File: config.mk
export PLATFORM = sky130hd
export DESIGN_NAME = host_data_bus_direction_control
export DESIGN_NICKNAME = d
export VERILOG_FILES = /design/src/hdl/host_bus_dir_pkg.sv /design/src/hdl/host_data_bus_direction_control.sv
export SDC_FILE = /design/constraint.sdc
export NUM_CORES = 1
export LEC_CHECK = 0
export ABC_CLOCK_PERIOD_IN_PS = 3100
export BUFFER_PORTS_ARGS = -buffer_cell sky130_fd_sc_hd__clkbuf_2
export CAP_MARGIN = 40
export CORE_MARGIN = 5
export CORE_UTILIZATION = 45
export CTS_CLUSTER_DIAMETER = 30
export DETAILED_ROUTE_END_ITERATION = 10
export MAX_ROUTING_LAYER = met4
export PLACE_DENSITY = 0.86
export SYNTH_ARGS = -nofsm -noshare
export SYNTH_HDL_FRONTEND = slang
export SYNTH_SLANG_ARGS = --single-unit
File: constraint.sdc
create_clock -name core_clk_i -period 3.1 [get_ports core_clk_i]
set_clock_uncertainty 0.2 [all_clocks]
set_input_delay 0.155 -clock core_clk_i [delete_from_list [all_inputs] [get_ports core_clk_i]]
set_output_delay 0.155 -clock core_clk_i [all_outputs]
set_load 0.02 [all_outputs]
File: src/hdl/host_bus_dir_pkg.sv
package host_bus_dir_pkg;
  localparam int unsigned DATA_W = 16;
  localparam int unsigned EXT_ADDR_W = 16; // up to 64k words outside
  localparam logic [15:0] DATA_RESET = 16'h0000;

  // access source codes, one-hot
  typedef enum logic [3:0] {
    SRC_NONE = 4'h1,
    SRC_HOST = 4'h2,
    SRC_ENGINE_INT = 4'h4,
    SRC_ENGINE_EXT = 4'h8
  } bus_owner_t;

  // host access request, sampled from pins
  typedef struct packed {
    logic sel;
    logic rd;
    logic [DATA_W-1:0] wdata;
  } host_req_t;

  // protocol engine access request, same clock
  typedef struct packed {
    logic int_rd;
    logic int_wr;
    logic ext_rd;
    logic ext_wr;
    logic [DATA_W-1:0] wdata;
  } engine_req_t;
endpackage : host_bus_dir_pkg

File: src/hdl/host_data_bus_direction_control.sv
module host_data_bus_direction_control
  import host_bus_dir_pkg::*;
(
  input wire logic core_clk_i,
  input wire logic rst_i,
  input wire logic transparent_i,
  input wire logic host_sel_i,
  input wire logic host_rd_i,
  input wire logic [DATA_W-1:0] host_rdata_i,
  input wire engine_req_t engine_i,
  input wire logic [DATA_W-1:0] engine_int_rdata_i,
  input wire logic [DATA_W-1:0] host_data_lines_i,
  output logic [DATA_W-1:0] host_data_lines_o,
  output logic [DATA_W-1:0] host_data_lines_oe_o,
  output logic [DATA_W-1:0] rx_data_o,
  output logic rx_valid_o,
  output bus_owner_t owner_o
);

  logic [1:0] sel_sync_r;
  logic [1:0] rd_sync_r;
  logic [DATA_W-1:0] din_s1_r;
  logic [DATA_W-1:0] din_s2_r;
  logic [DATA_W-1:0] dout_r;
  logic [DATA_W-1:0] dout_nxt;
  logic drive_r;
  logic drive_nxt;
  logic [DATA_W-1:0] rx_r;
  logic [DATA_W-1:0] rx_nxt;
  logic rx_valid_r;
  logic rx_valid_nxt;
  bus_owner_t owner_r;
  bus_owner_t owner_nxt;

  // host select strobe, two flops from the pin
  always_ff @(posedge core_clk_i or posedge rst_i) begin
    if (rst_i) begin
      sel_sync_r <= 2'h0;
    end else begin
      sel_sync_r <= {sel_sync_r[0], host_sel_i};
    end
  end

  // host direction strobe, two flops from the pin
  always_ff @(posedge core_clk_i or posedge rst_i) begin
    if (rst_i) begin
      rd_sync_r <= 2'h0;
    end else begin
      rd_sync_r <= {rd_sync_r[0], host_rd_i};
    end
  end

  // data pins, two flops before the receive path
  always_ff @(posedge core_clk_i or posedge rst_i) begin
    if (rst_i) begin
      din_s1_r <= DATA_RESET;
      din_s2_r <= DATA_RESET;
    end else begin
      din_s1_r <= host_data_lines_i;
      din_s2_r <= din_s1_r;
    end
  end

  // host strobe qualified by its direction
  function automatic logic strobe_kind(input logic act, input logic dir);
    return act & dir;
  endfunction : strobe_kind

  // engine request gated by mode, buffered mode blocks it
  function automatic logic eng_gate(input logic tr, input logic req);
    return tr & req;
  endfunction : eng_gate

  // one-hot owner for the winning access kind
  function automatic bus_owner_t owner_of(input logic hrd, input logic hwr,
      input logic eint, input logic ewr, input logic erd);
    bus_owner_t own;
    own = SRC_NONE;
    if (hrd || hwr) begin
      own = SRC_HOST;
    end else if (eint) begin
      own = SRC_ENGINE_INT;
    end else if (ewr || erd) begin
      own = SRC_ENGINE_EXT;
    end
    return own;
  endfunction : owner_of

  // outgoing word for the winning outward kind
  function automatic logic [DATA_W-1:0] pick_word(input logic hrd,
      input logic eint, input logic ewr, input logic [DATA_W-1:0] host_w,
      input logic [DATA_W-1:0] int_w, input logic [DATA_W-1:0] eng_w);
    logic [DATA_W-1:0] word;
    word = DATA_RESET;
    if (hrd) begin
      word = host_w;
    end else if (eint) begin
      word = int_w;
    end else if (ewr) begin
      word = eng_w;
    end
    return word;
  endfunction : pick_word

  // host strobes after the two sync flops
  wire logic host_act = sel_sync_r[1];
  wire logic host_rd = strobe_kind(host_act, rd_sync_r[1]);
  wire logic host_wr = strobe_kind(host_act, ~rd_sync_r[1]);

  // engine requests, blocked in buffered mode
  wire logic eng_int_rd = eng_gate(transparent_i, engine_i.int_rd);
  wire logic eng_int_wr = eng_gate(transparent_i, engine_i.int_wr);
  wire logic eng_ext_wr = eng_gate(transparent_i, engine_i.ext_wr);
  wire logic eng_ext_rd = eng_gate(transparent_i, engine_i.ext_rd);
  wire logic eng_int = eng_int_rd | eng_int_wr;

  // one winner per cycle: host rd, host wr, int, ext wr, ext rd
  wire logic win_hrd = host_rd;
  wire logic win_hwr = host_wr;
  wire logic win_int = ~host_act & eng_int;
  wire logic win_ewr = ~host_act & ~eng_int & eng_ext_wr;
  wire logic win_erd = ~host_act & ~eng_int & ~eng_ext_wr & eng_ext_rd;

  // word offered to internal ram traffic
  wire logic [DATA_W-1:0] int_word =
    eng_int_wr ? engine_i.wdata : engine_int_rdata_i;

  // outward drive only for outward kinds, released otherwise
  assign drive_nxt = win_hrd | win_int | win_ewr;
  assign dout_nxt = pick_word(win_hrd, win_int, win_ewr, host_rdata_i,
    int_word, engine_i.wdata);

  // inward kinds take the synced pin word
  assign rx_valid_nxt = win_hwr | win_erd;
  assign rx_nxt = rx_valid_nxt ? din_s2_r : rx_r;

  // owner code follows the winner
  assign owner_nxt = owner_of(win_hrd, win_hwr, win_int, win_ewr, win_erd);

  // outward drive enable, released at reset
  always_ff @(posedge core_clk_i or posedge rst_i) begin
    if (rst_i) begin
      drive_r <= 1'b0;
    end else begin
      drive_r <= drive_nxt;
    end
  end

  // outgoing word
  always_ff @(posedge core_clk_i or posedge rst_i) begin
    if (rst_i) begin
      dout_r <= DATA_RESET;
    end else begin
      dout_r <= dout_nxt;
    end
  end

  // received word, held until the next receive
  always_ff @(posedge core_clk_i or posedge rst_i) begin
    if (rst_i) begin
      rx_r <= DATA_RESET;
    end else begin
      rx_r <= rx_nxt;
    end
  end

  // receive strobe, one cycle per received word
  always_ff @(posedge core_clk_i or posedge rst_i) begin
    if (rst_i) begin
      rx_valid_r <= 1'b0;
    end else begin
      rx_valid_r <= rx_valid_nxt;
    end
  end

  // current owner of the lines
  always_ff @(posedge core_clk_i or posedge rst_i) begin
    if (rst_i) begin
      owner_r <= SRC_NONE;
    end else begin
      owner_r <= owner_nxt;
    end
  end

  assign host_data_lines_o = dout_r;
  assign host_data_lines_oe_o = {DATA_W{drive_r}};
  assign rx_data_o = rx_r;
  assign rx_valid_o = rx_valid_r;
  assign owner_o = owner_r;

endmodule : host_data_bus_direction_control

After elaboration in Yosys (flattened, before gate mapping)
Cells that the tools add are included.
{ "classes": {"bitwise": 19, "muxes": 7, "reduce_logical": 2} }
{ "ops": {"columns": ["op", "count"], "rows": [
  ["2-to-1 mux 16 bit", 4],
  ["2-to-1 mux 4 bit", 3],
  ["AND 1 bit", 11],
  ["inverter 1 bit", 4],
  ["bitwise OR 1 bit", 4],
  ["logical OR 1 bit", 2]
]} }
{ "word_totals": {"in_bits": 73, "register_bits": 74, "elab_cells": 37, "output_inout_bits": 53} }

Logic depth before layout (Yosys ltp)
{ "depth": {"ltp_word": 10, "depth_mapped": 4, "depth_no_buf": 3} }

Worst setup path after synthesis
No wires, ideal clock.
{ "synth_timing": {"path_kind": "register to register", "start": "register sel_sync_r[1]", "end": "register rx_r[0] (netlist: rx_data_o[0])", "setup_time_ps": 125, "period_less_slack_ps": 1755, "arrival_time_ps": 1430, "required_ps": 2775, "path_buffers": 1, "stages_incl_launch_ff": 5, "slack_ps": 1345, "cell_sequence": "dfrtp_1 > nor4b_4 > a32oi_4 > buf_6 > mux2_4"} }
{ "synth_between": {"elab_chain_len": 5, "word_cells_on_any_way": 6, "classes_between": "bitwise: 6"} }
{ "synth_rtl": {"columns": ["item", "line_no", "source"], "rows": [
  ["start, declared", "host_data_bus_direction_control.sv:20", "logic [1:0] sel_sync_r;"],
  ["start signal, assigned", "host_data_bus_direction_control.sv:40", "sel_sync_r <= {sel_sync_r[0], host_sel_i};"],
  ["inverter 1 bit", "host_data_bus_direction_control.sv:122", "wire logic win_erd = ~host_act & ~eng_int & ~eng_ext_wr & eng_ext_rd;"],
  ["AND 1 bit (3 in series)", "host_data_bus_direction_control.sv:122", null],
  ["bitwise OR 1 bit (*)", "host_data_bus_direction_control.sv:134", "assign rx_valid_nxt = win_hwr | win_erd;"],
  ["end signal, assigned", "host_data_bus_direction_control.sv:163", "rx_r <= rx_nxt;"],
  ["end, declared", "host_data_bus_direction_control.sv:28", "logic [DATA_W-1:0] rx_r;"]
]} }
Mark *: on every way between the ends. The rest lies on a longest branch, timed or not.
A chain may end at the register's enable or synchronous reset.

Final worst setup path
{ "layout_timing": {"start": "register sel_sync_r[1]", "end": "register dout_r[8] (netlist: host_data_lines_o[8])"} }
{ "layout_between": {"elab_chain_len": 6, "word_cells_on_any_way": 8, "classes_between": "mux: 3; bitwise: 5"} }
{ "layout_rtl": {"columns": ["item", "line_no", "source"], "rows": [
  ["inverter 1 bit", "host_data_bus_direction_control.sv:120, host_data_bus_direction_control.sv:121", null],
  ["AND 1 bit (2 in series)", "host_data_bus_direction_control.sv:121", "wire logic win_ewr = ~host_act & ~eng_int & eng_ext_wr;"],
  ["2-to-1 mux 16 bit", "host_data_bus_direction_control.sv:99", "end else if (ewr) begin"],
  ["2-to-1 mux 16 bit", "host_data_bus_direction_control.sv:97", "end else if (eint) begin"],
  ["2-to-1 mux 16 bit (*)", "host_data_bus_direction_control.sv:95", "if (hrd) begin"],
  ["net dout_nxt[8]", "host_data_bus_direction_control.sv:25", "logic [DATA_W-1:0] dout_nxt;"],
  ["end signal, assigned", "host_data_bus_direction_control.sv:154", "dout_r <= dout_nxt;"],
  ["end, declared", "host_data_bus_direction_control.sv:24", "logic [DATA_W-1:0] dout_r;"]
]} }
Mark *: on every way through the listed nets, which the timed path passes. The rest lies on a longest branch.

==> flow_metrics.tcl <==
set metrics [dict create \
    worstPathRequired_ns 3.12 \
    r2r_cells 5 \
    synth.area.top_cells "dfrtp_1 70%, a221o_1 6.1%, mux2_4 5.2%, buf_4 4.6%, and3_1 3.8%" \
    die_h_um 86.4 \
    cts_tree "done" \
    pwr-share-seq_pct 47.3 \
    pwr_density_cell_nw_per_um2 570 \
    insertedDiodeCount 0 \
    internal_power_w 0.00171 \
    clock_sinks 74 \
    synthToLayoutAreaGrowth_pct 53.2 \
    cp-start-kind "flop" \
    first_iter_violations 117 \
    io_pins 126 \
    rsz0062_at_grt "false" \
    vias_per_cell 4.84 \
    yosysMostFrequentCell "dfrtp_1" \
    insertion_delay_ns 0.33 \
    rr_endpoint "host_data_lines_o[8]$_DFF_PP0_" \
    setup_violations 0 \
    crit_fanout 22 \
    wl_per_cell_um 16.4 \
    finalPower_w 0.00229 \
    critical_path_arrival_ns 2.68 \
    grt_max_degree 39 \
    die-area_um2 7460 \
    cap_violations 0 \
    cts_root_buffer "clkbuf_8" \
    io_buffer_count 125 \
    clk_pin_slew_worst_paths_ns 0.08 \
    core_um2 5570 \
    setup.worst_path.end_class "flop" \
    cp_slowest_cell "dfrtp_1" \
    whs_endpoint "drive_r$_DFF_PP0_" \
    num_vias 2018 \
    synthesis.nets 238 \
    cts_buffers 9 \
    hold_depth 3 \
    initial_utilization_pct 47.1 \
    firstDrtPassIters 4 \
    grt_pass1_vias 2208 \
    synth_cell_types 21 \
    power.switching_w 0.000584 \
    yosysWarnings 0 \
    switching_share_pct 25.5 \
    synth_edf_count 0 \
    relSlewSlack_pct 46.1 \
    vdd_ir_drop_max_v 0.000349 \
    synth_async_sr_flop_share_pct 100 \
    clkPwrFrac_pct 35.8 \
    hold_viol 0 \
    period_share_pct 85.6 \
    synth_top_area_cell "dfrtp_1" \
    place.gp.congestion 0.769 \
    drv_slew 0 \
    synth_common_cells "73 x dfrtp_1, 16 x a221o_1, 16 x and3_1, 16 x buf_4, 9 x mux2_4" \
    nNetsFinal 413 \
    drtAntennaViolNets 0 \
    path_cells "nand2b_1, a21oi_1, buf_4, a221o_1, dlygate4sd3_1" \
    antenna_found_initial 0 \
    netlist_instances 165 \
    drive_gt1_share_pct 48.1 \
    worstHoldStart "engine_i[18]" \
    grt_pass1_wl_um 10400 \
    slowest_delay_ns 0.79 \
    crit_buf_inv 2 \
    grt_overflow 0 \
    detail_route.wirelength_um 6830 \
    ys.flop_type "dfrtp_1" \
    wl_met2_um 3540 \
    grt_usage_pct 19.3 \
    post_cts_buffers 0 \
    worstMarginPinSlew_ns 0.808 \
    min_path_type "in2reg" \
    drc 0 \
    period_minus_slack_ns 2.65 \
    timing.rr.start "sel_sync_r[1]$_DFF_PP0_" \
    wl_met1_um 2460 \
    netlist_area_um2 2620 \
    htree_num_levels 3 \
    die_x_um 86.4 \
    routed.top_layer "met4" \
    leakage_nw 2.14 \
    cts_max_path_buffers 2 \
    wl_met3_um 625 \
    path_class "reg2reg" \
    avgSynthCellArea_um2 15.9 \
    rows 27 \
    combPwrFrac_pct 16.9 \
    path_delay_family "flip-flops" \
    cp.depth 5 \
    fmaxAchievable_mhz 377 \
    status "complete, no violations" \
    yosysSeqAreaShare_pct 70.6 \
    cts_resized 0 \
    r2r_setup_slack_ns 0.45 \
    synth-seq-cells 74 \
    place_hpwl_um 4390 \
    synth_top_cell_area_share_pct 69.6 \
    fin_tns_setup_ns 0 \
]
[logic make-up after synthesis]
family                 synth area share [%]
DFF                                    70.6
buffers and inverters                  6.68
and+or+nand+nor                        6.82
AOI/OAI and AO/OA                      7.73
muxes                                  8.15
[what timing repair did]
action / in CTS / in global routing
endpoints found under the hold margin: 74 / 0
hold buffers: 58 / 0
setup endpoints to repair: 0 / 0
[per-stage QoR]
stage          utilization (%)  area, um^2  hold WS [ns]  setup WS [ns]  instances
6_report                  72.1        4020        0.0522          0.446        417
5_1_grt                   72.1        4020        0.0410          0.340        417
4_1_cts                   72.1        4020        0.0407          0.508        417
3_5_place_dp              57.6        3210        0.0646          0.703        343
3_3_place_gp              57.4        3200        0.0627          0.781        341
2_1_floorplan                -        2620       -0.0136          0.865        165
[flip-flops by register name, summed over array words and instances, names as in the netlist]
signal             flops
rx_valid_o             1
din_s1_r              16
sel_sync_r             2
rx_data_o             16
drive_r                1
owner_o                4
host_data_lines_o     16
din_s2_r              16
rd_sync_r              2
[worst max path at each step]
stage / start / end
after floorplan: rst_i / din_s1_r[0]$_DFF_PP0_
after global placement: sel_sync_r[1]$_DFF_PP0_ / host_data_lines_o[15]$_DFF_PP0_
after detailed placement: sel_sync_r[1]$_DFF_PP0_ / rx_data_o[10]$_DFFE_PP0P_
after CTS: sel_sync_r[1]$_DFF_PP0_ / host_data_lines_o[9]$_DFF_PP0_
after global routing: sel_sync_r[1]$_DFF_PP0_ / host_data_lines_o[8]$_DFF_PP0_
final: sel_sync_r[1]$_DFF_PP0_ / host_data_lines_o[8]$_DFF_PP0_
[tightest hold or removal path, delay by kind of cell]
| family | cells | cell delay [ns] |
|---|---|---|
| buffers and inverters | 1 | 0.16 |
| AOI/OAI and AO/OA | 1 | 0.16 |
| and+or+nand+nor | 1 | 0.07 |
[routing by layer]
metal / vias up / GRT usage (%)
li1: 915 / -
met1: 974 / 20.7
met2: 110 / 32.3
met3: 19 / 5.04
met4: 0 / 10.8
met5: - / -
[power by group through the flow]
stage	registers (W)	clock network (W)	logic, W
finish	0.00108	0.000821	0.000387
global route	0.00109	0.000898	0.000412
CTS	0.00108	0.000851	0.000384
detailed placement	0.00110	0	0.000321
global placement	0.00110	0	0.000309
floorplan	0.00115	0	0.000145
[placed cells by master, fill, tap and decap left out]
cell           count
and3_1            16
dfrtp_1           73
inv_2              1
inv_6              1
bufinv_16          2
o21ai_0            1
clkbuf_8          10
nor3_1             1
nor2b_1            1
buf_4              4
nand2b_1           2
nor3b_2            1
nor4b_4            1
a32oi_4            1
nor2_1             3
clkinvlp_4         2
dfstp_2            1
clkinv_2           1
inv_1              4
a21oi_1            2
mux2_4             9
dlygate4sd3_1     58
mux2_2             7
clkbuf_2         125
a221o_1           16
nand2_1            2
[area by class of cell]
type	count	area, um^2
Fill cell	360	1550
Tap cell	72	90.1
Multi-Input combinational cell	63	596
Timing Repair Buffer	187	1240
Inverter	5	18.8
Sequential cell	74	1850
Clock inverter	6	88.8
Clock buffer	10	138
Power figures use the tool's default switching activity.
